## src/rtl/hmap_pkg.sv

```systemverilog
// constants shared by the host memory access port and its write queue
package hmap_pkg;
  // ---------------------------------------------------------------
  // widths and write queue depth
  // ---------------------------------------------------------------
  localparam int BUS_W     = 16;
  localparam int PMW_W     = 24;
  localparam int SYNC_W    = 20;
  localparam int CNT_W     = 4;
  localparam int WQ_W      = 1 + BUS_W + PMW_W;
  localparam int WQ_DEPTH  = 16;
  // ---------------------------------------------------------------
  // synchroniser bit positions
  // ---------------------------------------------------------------
  localparam int SY_SEL    = 19;
  localparam int SY_LAT    = 18;
  localparam int SY_WR     = 17;
  localparam int SY_RD     = 16;
  // ---------------------------------------------------------------
  // address field selecting program memory
  // ---------------------------------------------------------------
  localparam int PM_SEL_BIT = 14;
  // ---------------------------------------------------------------
  // timing: least busy time after write start, in half clock periods
  // ---------------------------------------------------------------
  localparam int ACK_MIN_HALF_CK = 3;
  localparam logic [CNT_W-1:0] ACK_MIN_CYC = CNT_W'((ACK_MIN_HALF_CK + 1) / 2);
  // ---------------------------------------------------------------
  // reset values
  // ---------------------------------------------------------------
  localparam logic [SYNC_W-1:0] SYNC_RST = 20'hb_0000;
  localparam logic [BUS_W-1:0]  BUS_RST  = 16'h0000;
  localparam logic [PMW_W-1:0]  WORD_RST = 24'h00_0000;
  // ---------------------------------------------------------------
  // port sequencer states
  // ---------------------------------------------------------------
  typedef enum logic [4:0] {
    ST_IDLE = 5'b0_0001,
    ST_WR   = 5'b0_0010,
    ST_WEND = 5'b0_0100,
    ST_RD   = 5'b0_1000,
    ST_REND = 5'b1_0000
  } hmap_state_e;
endpackage

```

## src/rtl/hmap_fifo_if.sv

```systemverilog
// valid/ready link between the port sequencer and its write queue
`timescale 1ns/10ps
interface hmap_fifo_if #(parameter int W = 8);
  logic         in_valid;
  logic         in_ready;
  logic [W-1:0] in_data;
  logic         out_valid;
  logic         out_ready;
  logic [W-1:0] out_data;
  modport fifo (input in_valid, input in_data, input out_ready,
                output in_ready, output out_valid, output out_data);
  modport user (output in_valid, output in_data, output out_ready,
                input in_ready, input out_valid, input out_data);
endinterface

```

## src/rtl/hmap_fifo.sv

```systemverilog
// write queue between host writes and the memory write port
`timescale 1ns/10ps
module hmap_fifo #(
  parameter int W     = 8,
  parameter int DEPTH = 16
) (
  // clock and reset
  input  wire logic clk,
  input  wire logic nrst,
  // queue ends
  hmap_fifo_if.fifo q
);
  localparam int AW = $clog2(DEPTH);
  localparam logic [AW:0] FULL_CNT = (AW+1)'(DEPTH);

  logic [W-1:0]  mem_q [DEPTH];
  logic [AW-1:0] wp_q, wp_d, rp_q, rp_d;
  logic [AW:0]   cnt_q, cnt_d;
  logic          do_push, do_pop;

  // ---------------------------------------------------------------
  // pointer and count update
  // ---------------------------------------------------------------
  always_comb
  begin
    do_push = q.in_valid && (cnt_q != FULL_CNT);
    do_pop  = q.out_ready && (cnt_q != '0);
    wp_d    = do_push ? ((wp_q == AW'(DEPTH-1)) ? '0 : wp_q + 1'b1) : wp_q;
    rp_d    = do_pop ? ((rp_q == AW'(DEPTH-1)) ? '0 : rp_q + 1'b1) : rp_q;
    cnt_d   = cnt_q;
    if (do_push && !do_pop)
      cnt_d = cnt_q + 1'b1;
    else if (do_pop && !do_push)
      cnt_d = cnt_q - 1'b1;
  end

  always_ff @(posedge clk or negedge nrst)
  begin
    if (!nrst)
    begin
      wp_q  <= '0;
      rp_q  <= '0;
      cnt_q <= '0;
    end
    else
    begin
      wp_q  <= wp_d;
      rp_q  <= rp_d;
      cnt_q <= cnt_d;
    end
  end

  always_ff @(posedge clk)
  begin
    if (do_push)
      mem_q[wp_q] <= q.in_data;
  end

  assign q.in_ready  = (cnt_q != FULL_CNT);
  assign q.out_valid = (cnt_q != '0);
  assign q.out_data  = mem_q[rp_q];
endmodule

```

## src/rtl/hmap_port.sv

```systemverilog
// host memory access port: strobe sequencer, acknowledge and bus drive
`timescale 1ns/10ps
module hmap_port (
  // clock and reset
  input  wire logic                       clk,
  input  wire logic                       nrst,
  // host pins
  input  wire logic                       port_select_n,
  input  wire logic                       addr_latch_strobe,
  input  wire logic                       host_write_n,
  input  wire logic                       host_read_n,
  input  wire logic [hmap_pkg::BUS_W-1:0] bus_in,
  output logic      [hmap_pkg::BUS_W-1:0] bus_out,
  output logic                            bus_oe,
  output logic                            port_ack_n,
  // memory read port
  output logic                            mem_rd_req,
  output logic                            mem_rd_pm,
  output logic      [hmap_pkg::BUS_W-1:0] mem_rd_addr,
  input  wire logic                       mem_rd_valid,
  input  wire logic [hmap_pkg::PMW_W-1:0] mem_rd_data,
  // memory write port
  output logic                            mem_wr_valid,
  output logic                            mem_wr_pm,
  output logic      [hmap_pkg::BUS_W-1:0] mem_wr_addr,
  output logic      [hmap_pkg::PMW_W-1:0] mem_wr_data,
  input  wire logic                       mem_wr_ready
);
  // ---------------------------------------------------------------
  // synchronisers
  // ---------------------------------------------------------------
  logic [hmap_pkg::SYNC_W-1:0] s1_q, s2_q;
  always_ff @(posedge clk or negedge nrst)
  begin
    if (!nrst)
    begin
      s1_q <= hmap_pkg::SYNC_RST;
      s2_q <= hmap_pkg::SYNC_RST;
    end
    else
    begin
      s1_q <= {port_select_n, addr_latch_strobe, host_write_n, host_read_n, bus_in};
      s2_q <= s1_q;
    end
  end

  logic [hmap_pkg::BUS_W-1:0] bus_s;
  logic lat_now, wr_now, rd_now;
  logic [2:0] ph_q;
  logic lat_end, wr_start, wr_end, rd_start, rd_end;
  assign bus_s    = s2_q[hmap_pkg::BUS_W-1:0];
  assign lat_now  = ~s2_q[hmap_pkg::SY_SEL] & s2_q[hmap_pkg::SY_LAT];
  assign wr_now   = ~s2_q[hmap_pkg::SY_SEL] & ~s2_q[hmap_pkg::SY_WR];
  assign rd_now   = ~s2_q[hmap_pkg::SY_SEL] & ~s2_q[hmap_pkg::SY_RD];
  assign lat_end  = ph_q[2] & ~lat_now;
  assign wr_start = wr_now & ~ph_q[1];
  assign wr_end   = ph_q[1] & ~wr_now;
  assign rd_start = rd_now & ~ph_q[0];
  assign rd_end   = ph_q[0] & ~rd_now;

  // ---------------------------------------------------------------
  // write queue
  // ---------------------------------------------------------------
  hmap_fifo_if #(.W(hmap_pkg::WQ_W)) wq ();
  hmap_fifo #(.W(hmap_pkg::WQ_W), .DEPTH(hmap_pkg::WQ_DEPTH)) u_wq (
    .clk  (clk),
    .nrst (nrst),
    .q    (wq.fifo)
  );

  // ---------------------------------------------------------------
  // port sequencer
  // ---------------------------------------------------------------
  hmap_pkg::hmap_state_e      st_q, st_d;
  logic                       ack_q, ack_d, oe_q, oe_d, half_q, half_d;
  logic                       wend_q, wend_d, fetch_q, fetch_d, rreq_q, rreq_d;
  logic [hmap_pkg::CNT_W-1:0] cnt_q, cnt_d;
  logic [hmap_pkg::BUS_W-1:0] addr_q, addr_d, out_q, out_d, wdat_q, wdat_d;
  logic [hmap_pkg::BUS_W-1:0] pmhi_q, pmhi_d, wdata_c;
  logic [hmap_pkg::PMW_W-1:0] rdbuf_q, rdbuf_d;
  logic                       push_c, is_pm;
  logic [hmap_pkg::WQ_W-1:0]  push_data_c;
  logic                       mwv_q, mwv_d;
  logic [hmap_pkg::WQ_W-1:0]  mw_q, mw_d;

  function automatic logic [hmap_pkg::BUS_W-1:0] read_word(
    input logic [hmap_pkg::PMW_W-1:0] buf_w, input logic pm, input logic second);
    if (!pm)
      read_word = buf_w[15:0];
    else if (!second)
      read_word = buf_w[23:8];
    else
      read_word = {8'h00, buf_w[7:0]};
  endfunction

  assign is_pm = addr_q[hmap_pkg::PM_SEL_BIT];

  always_comb
  begin
    st_d = st_q;
    ack_d = ack_q;
    oe_d = oe_q;
    half_d = half_q;
    wend_d = wend_q;
    fetch_d = fetch_q;
    rreq_d = rreq_q;
    cnt_d = (cnt_q == '1) ? cnt_q : cnt_q + 1'b1;
    addr_d = addr_q;
    out_d = out_q;
    wdat_d = wdat_q;
    pmhi_d = pmhi_q;
    rdbuf_d = rdbuf_q;
    push_c = 1'b0;
    push_data_c = '0;
    wdata_c = wend_q ? wdat_q : bus_s;
    case (st_q)
      hmap_pkg::ST_IDLE:
      begin
        if (lat_end)
        begin
          addr_d = bus_s;
          half_d = 1'b0;
        end
        else if (wr_start)
        begin
          ack_d = 1'b1;
          cnt_d = '0;
          wend_d = 1'b0;
          st_d = hmap_pkg::ST_WR;
        end
        else if (rd_start)
        begin
          ack_d = 1'b1;
          oe_d = 1'b1;
          out_d = read_word(rdbuf_q, is_pm, half_q);
          fetch_d = ~(is_pm & half_q);
          cnt_d = '0;
          st_d = hmap_pkg::ST_RD;
        end
      end
      hmap_pkg::ST_WR:
      begin
        if (wr_end && !wend_q)
        begin
          wend_d = 1'b1;
          wdat_d = bus_s;
        end
        if (cnt_q >= hmap_pkg::ACK_MIN_CYC - 1'b1 && (wq.in_ready || (is_pm && !half_q)))
        begin
          ack_d = 1'b0;
          if (is_pm && !half_q)
          begin
            pmhi_d = wdata_c;
            half_d = 1'b1;
          end
          else
          begin
            push_c = 1'b1;
            half_d = 1'b0;
            push_data_c = is_pm ? {1'b1, addr_q, pmhi_q, wdata_c[7:0]}
                                : {1'b0, addr_q, 8'h00, wdata_c};
          end
          st_d = (wend_q || wr_end) ? hmap_pkg::ST_IDLE : hmap_pkg::ST_WEND;
        end
      end
      hmap_pkg::ST_WEND:
      begin
        if (!wr_now)
          st_d = hmap_pkg::ST_IDLE;
      end
      hmap_pkg::ST_RD:
      begin
        if (rd_end)
          oe_d = 1'b0;
        if (!fetch_q)
        begin
          if (cnt_q >= hmap_pkg::ACK_MIN_CYC - 1'b1)
          begin
            ack_d = 1'b0;
            half_d = 1'b0;
            st_d = hmap_pkg::ST_REND;
          end
        end
        else if (rreq_q && mem_rd_valid)
        begin
          rreq_d = 1'b0;
          rdbuf_d = mem_rd_data;
          ack_d = 1'b0;
          half_d = is_pm;
          st_d = hmap_pkg::ST_REND;
        end
        else if (!rreq_q && !wq.out_valid && !mwv_q)
          rreq_d = 1'b1;
      end
      hmap_pkg::ST_REND:
      begin
        if (!rd_now)
        begin
          oe_d = 1'b0;
          st_d = hmap_pkg::ST_IDLE;
        end
      end
      default:
      begin
        st_d = hmap_pkg::ST_IDLE;
        ack_d = 1'b0;
        oe_d = 1'b0;
        rreq_d = 1'b0;
      end
    endcase
  end

  always_ff @(posedge clk or negedge nrst)
  begin
    if (!nrst)
    begin
      st_q <= hmap_pkg::ST_IDLE;
      ack_q <= 1'b0;
      oe_q <= 1'b0;
      half_q <= 1'b0;
      wend_q <= 1'b0;
      fetch_q <= 1'b0;
      rreq_q <= 1'b0;
      cnt_q <= '0;
      addr_q <= hmap_pkg::BUS_RST;
      out_q <= hmap_pkg::BUS_RST;
      wdat_q <= hmap_pkg::BUS_RST;
      pmhi_q <= hmap_pkg::BUS_RST;
      rdbuf_q <= hmap_pkg::WORD_RST;
      ph_q <= 3'h0;
    end
    else
    begin
      st_q <= st_d;
      ack_q <= ack_d;
      oe_q <= oe_d;
      half_q <= half_d;
      wend_q <= wend_d;
      fetch_q <= fetch_d;
      rreq_q <= rreq_d;
      cnt_q <= cnt_d;
      addr_q <= addr_d;
      out_q <= out_d;
      wdat_q <= wdat_d;
      pmhi_q <= pmhi_d;
      rdbuf_q <= rdbuf_d;
      ph_q <= {lat_now, wr_now, rd_now};
    end
  end

  // ---------------------------------------------------------------
  // memory write stage
  // ---------------------------------------------------------------
  assign wq.in_valid  = push_c;
  assign wq.in_data   = push_data_c;
  assign wq.out_ready = ~mwv_q | mem_wr_ready;

  always_comb
  begin
    mwv_d = mwv_q;
    mw_d = mw_q;
    if (wq.out_ready && wq.out_valid)
    begin
      mwv_d = 1'b1;
      mw_d = wq.out_data;
    end
    else if (mem_wr_ready)
      mwv_d = 1'b0;
  end

  always_ff @(posedge clk or negedge nrst)
  begin
    if (!nrst)
    begin
      mwv_q <= 1'b0;
      mw_q <= '0;
    end
    else
    begin
      mwv_q <= mwv_d;
      mw_q <= mw_d;
    end
  end

  assign port_ack_n   = ack_q;
  assign bus_oe       = oe_q;
  assign bus_out      = out_q;
  assign mem_rd_req   = rreq_q;
  assign mem_rd_pm    = addr_q[hmap_pkg::PM_SEL_BIT];
  assign mem_rd_addr  = addr_q;
  assign mem_wr_valid = mwv_q;
  assign mem_wr_pm    = mw_q[hmap_pkg::WQ_W-1];
  assign mem_wr_addr  = mw_q[hmap_pkg::WQ_W-2 -: hmap_pkg::BUS_W];
  assign mem_wr_data  = mw_q[hmap_pkg::PMW_W-1:0];
endmodule

```

## config.mk

```make
export PLATFORM = sky130hd
export DESIGN_NAME = hmap_port
export DESIGN_NICKNAME = d
export VERILOG_FILES = /design/src/rtl/hmap_pkg.sv /design/src/rtl/hmap_fifo_if.sv /design/src/rtl/hmap_fifo.sv /design/src/rtl/hmap_port.sv
export SDC_FILE = /design/constraint.sdc
export NUM_CORES = 1
export LEC_CHECK = 0
export BUFFER_PORTS_ARGS = -buffer_cell sky130_fd_sc_hd__buf_2
export CELL_PAD_IN_SITES_DETAIL_PLACEMENT = 0
export CELL_PAD_IN_SITES_GLOBAL_PLACEMENT = 2
export CORE_MARGIN = 2
export CORE_UTILIZATION = 30
export CTS_BUF_LIST = sky130_fd_sc_hd__clkbuf_2 sky130_fd_sc_hd__clkbuf_4 sky130_fd_sc_hd__clkbuf_8
export DETAILED_ROUTE_END_ITERATION = 12
export MAX_ROUTING_LAYER = met4
export PLACE_DENSITY_LB_ADDON = 0.1
export SYNTH_ARGS = -nofsm -noshare
export SYNTH_HDL_FRONTEND = slang
export SYNTH_SLANG_ARGS = --single-unit
```

## constraint.sdc

```tcl
create_clock -name clk -period 6.79 [get_ports clk]
set_input_delay 0.3395 -clock clk [delete_from_list [all_inputs] [get_ports clk]]
set_output_delay 0.3395 -clock clk [all_outputs]
set_load 0.005 [all_outputs]
```

==> impl_metrics.env <==
export IMPL_ant_nets=0
export IMPL_p_leak_nw=13.1
export IMPL_cts_buffer_depth=3
export IMPL_worstPathRequired_ns=7.48
export IMPL_grt_pass1_wl_um=128000
export IMPL_cp_max_fo=27
export IMPL_cts_root_buf="clkbuf_8"
export IMPL_post_route_period_util_pct=60.5
export IMPL_antenna_found_initial=1
export IMPL_initial_utilization_pct=30.2
export IMPL_num_rows=120
export IMPL_grt_setup_unrepaired="false"
export IMPL_seq_area_frac_synth_pct=75.0
export IMPL_hold_viol=0
export IMPL_synth_top_area_share_pct=59.5
export IMPL_multi_input_area_um2=7700
export IMPL_wl_per_cell_um=25.2
export IMPL_design_core_area_um2=107000
export IMPL_synthCells=1701
export IMPL_synth_cell_type_count=61
export IMPL_dp_cells=3174
export IMPL_fp_dieH_um=332
export IMPL_io_pins=126
export IMPL_fmax_mhz=243
export IMPL_final_cells=3506
export IMPL_htree_num_levels=4
export IMPL_ir_drop_mv=0.171
export IMPL_place_hpwl_um=49200
export IMPL_postPlaceCellArea_um2=34800
export IMPL_post_cts_resized=0
export IMPL_r2r_start="cnt_q[0]"
export IMPL_fillCellCount=10100
export IMPL_rr_worst_depth=14
export IMPL_vias_per_cell=4.82
export IMPL_report_final_setup_viol=0
export IMPL_synth_seq_cells=840
export IMPL_ys_flop_type="edfxtp_1"
export IMPL_drive_gt1_share_pct=33.4
export IMPL_clock_latency_ns=0.81
export IMPL_cts_tree="yes"
export IMPL_postSynthAreaPerCell_um2=19.0
export IMPL_area_growth_pct=19.3
export IMPL_startpoint="cnt_q[0]"
export IMPL_arrival_ns=4.80
export IMPL_end_kind="flop"
export IMPL_drtPass1Iterations=4
export IMPL_clk_pin_slew_ns=0.06
export IMPL_p_total_w=0.0140
export IMPL_finalCriticalPeriod_ns=4.11
export IMPL_start_kind="flop"
export IMPL_vias=16900
export IMPL_yosys_warnings=0
export IMPL_skew_ns=0.0406
export IMPL_synth_edf_count=640
export IMPL_max_slew_margin_pct=18.2
export IMPL_fp_dieW_um=332
export IMPL_crit_type="flop to flop"
export IMPL_powerDensity_nw_per_um2=364
export IMPL_syn_num_nets=1762
export IMPL_clock_sinks=840
export IMPL_grt_remaining_overflow=0
export IMPL_ys_top_cells_by_area="edfxtp_1, dfrtp_1, mux4_2, mux2i_1, mux2_2"
export IMPL_status="completed"
export IMPL_async_flop_share_pct=23.8
export IMPL_yosys_area_top_type="edfxtp_1"
export IMPL_portBuffers=125
export IMPL_final_nets=2035
export IMPL_post_cts_setup_buffers=0
export IMPL_fin_tns_setup_ns=0
export IMPL_drt_wl_total_um=88500
export IMPL_synth_commonest_cells="edfxtp_1, dfrtp_1, mux4_2, nor2_1, a21oi_1"
export IMPL_worstMarginPinSlew_ns=1.22
export IMPL_fin_area_um2=38600
export IMPL_grt_max_degree=150
export IMPL_drt_initial_drc_count=1226
export IMPL_track_usage_pct=16.6
export IMPL_maxSlewViolCount=0
export IMPL_fp_dieArea_um2=110000
export IMPL_maxCapViolations=0
export IMPL_regArea_um2=24200
export IMPL_gp_congestion=0.708
export IMPL_drc=0
export IMPL_cts_buffers=154
export IMPL_grt_pass1_vias=18100
export IMPL_hp_class="primary input to asynchronous set/reset pin"
export IMPL_synthesis_area_um2=32300
export IMPL_post_synth_top_count_cell="edfxtp_1"
registers in the layout, indices dropped and copies added, names as in the netlist:
signal / flops
st_q: 5
pmhi_q: 16
mw_q: 40
u_wq.rp_q: 4
u_wq.cnt_q: 5
bus_out: 16
u_wq.mem_q: 640
cnt_q: 4
mem_wr_valid: 1
half_q: 1
wdat_q: 16
s2_q: 20
ph_q: 3
mem_rd_req: 1
rdbuf_q: 24
bus_oe: 1
s1_q: 20
mem_rd_addr: 16
u_wq.wp_q: 4
port_ack_n: 1
fetch_q: 1
wend_q: 1
power by group:
| part | leakage [nW] | switching (W) | total, W | internal [W] |
|---|---|---|---|---|
| Combinational | 3.51 | 0.00148 | 0.00271 | 0.00123 |
| Sequential | 7.83 | 0.000444 | 0.00624 | 0.00579 |
| Clock | 1.76 | 0.00211 | 0.00510 | 0.00298 |
| Total | 13.1 | 0.00404 | 0.0140 | 0.0100 |
layer usage:
| layer | routed length [um] | vias up | track usage, % |
|---|---|---|---|
| met1 | 39900 | 9022 | 21.6 |
| met2 | 43100 | 379 | 26.3 |
| li1 | - | 7342 | - |
| met4 | 1990 | 0 | 5.02 |
| met5 | 0 | - | - |
| met3 | 3440 | 157 | 3.14 |
critical path: stages (launching register included):
cell and delay [ns]:
dfrtp_1 0.45, ha_1 0.24, nor4b_2 0.71, a2111oi_4 0.11, buf_4 0.29, nand2_1 0.53, inv_1 0.26, ha_1 0.29
inv_1 0.14, ha_1 0.29, a21o_1 0.19, a21oi_1 0.16, xnor2_1 0.14, nor2_1 0.07, xnor2_1 0.13
area by class of cell:
cell class	count	area share [%]
repair buffers	219	3.88
flip-flops and latches	840	62.9
clock inverters	33	0.766
clock buffers	251	7.81
inverters	11	0.107
well taps	1403	4.55
diodes	1	0.00649
multi-input cells	748	20.0
cells in the final DEF, fill, tap and decap left out, types with 12 or more instances in the layout:
cell type	Yosys	routed
clkbuf_8	0	180
mux4_2	160	160
a221oi_1	40	40
mux2_2	51	51
buf_2	15	124
mux2i_1	66	66
nand2_1	31	31
nor2_1	141	139
and3_1	32	25
ha_1	12	12
edfxtp_1	640	640
clkinv_1	0	14
a21oi_1	80	79
nor2b_1	13	12
buf_4	2	44
o21ai_0	30	30
clkbuf_4	0	71
dfrtp_1	193	189
dlygate4sd3_1	0	47
per-stage QoR:
step / utilization (%) / setup slack, ns / hold WS, ns
2_1_floorplan: - / 0.331 / 0.0439
6_report: 36.1 / 2.68 / 0.0828
5_1_grt: 36.1 / 2.31 / 0.0804
3_3_place_gp: 32.5 / 2.60 / 0.333
4_1_cts: 36.1 / 2.54 / 0.0223
3_5_place_dp: 32.5 / 2.54 / 0.337
path summary, 6_finish.rpt:
path	endpoint	slack [ns]
setup reg to reg	u_wq.cnt_q[4]	2.68
hold reg to reg	s2_q[12]	0.33
min in group clk	s1_q[9]	0.18
hold / removal	mw_q[28]	0.08
max in group asynchronous	u_wq.rp_q[3]	5.22
setup / recovery	u_wq.cnt_q[4]	2.68
timing repair:
| item | 4_1_cts | 5_1_grt |
|---|---|---|
| endpoints found under the setup margin | 0 | 0 |
| endpoints found under the hold margin | 98 | 0 |
| hold buffers | 47 | 0 |
kinds of logic (layout without fill, tap and decap cells):
kind of cell / count (synthesis) / in the layout / share of synthesized area, %
compound gates: 176 / 176 / 3.48
xor+xnor: 10 / 10 / 0.271
fa+ha+maj: 13 / 13 / 0.526
buf+inv: 113 / 514 / 1.49
flops: 840 / 840 / 75.0
mux: 286 / 286 / 15.4
other cells: 0 / 1 / 0
simple gates: 263 / 263 / 3.89
No activity file was read; power rests on OpenSTA's default activity.
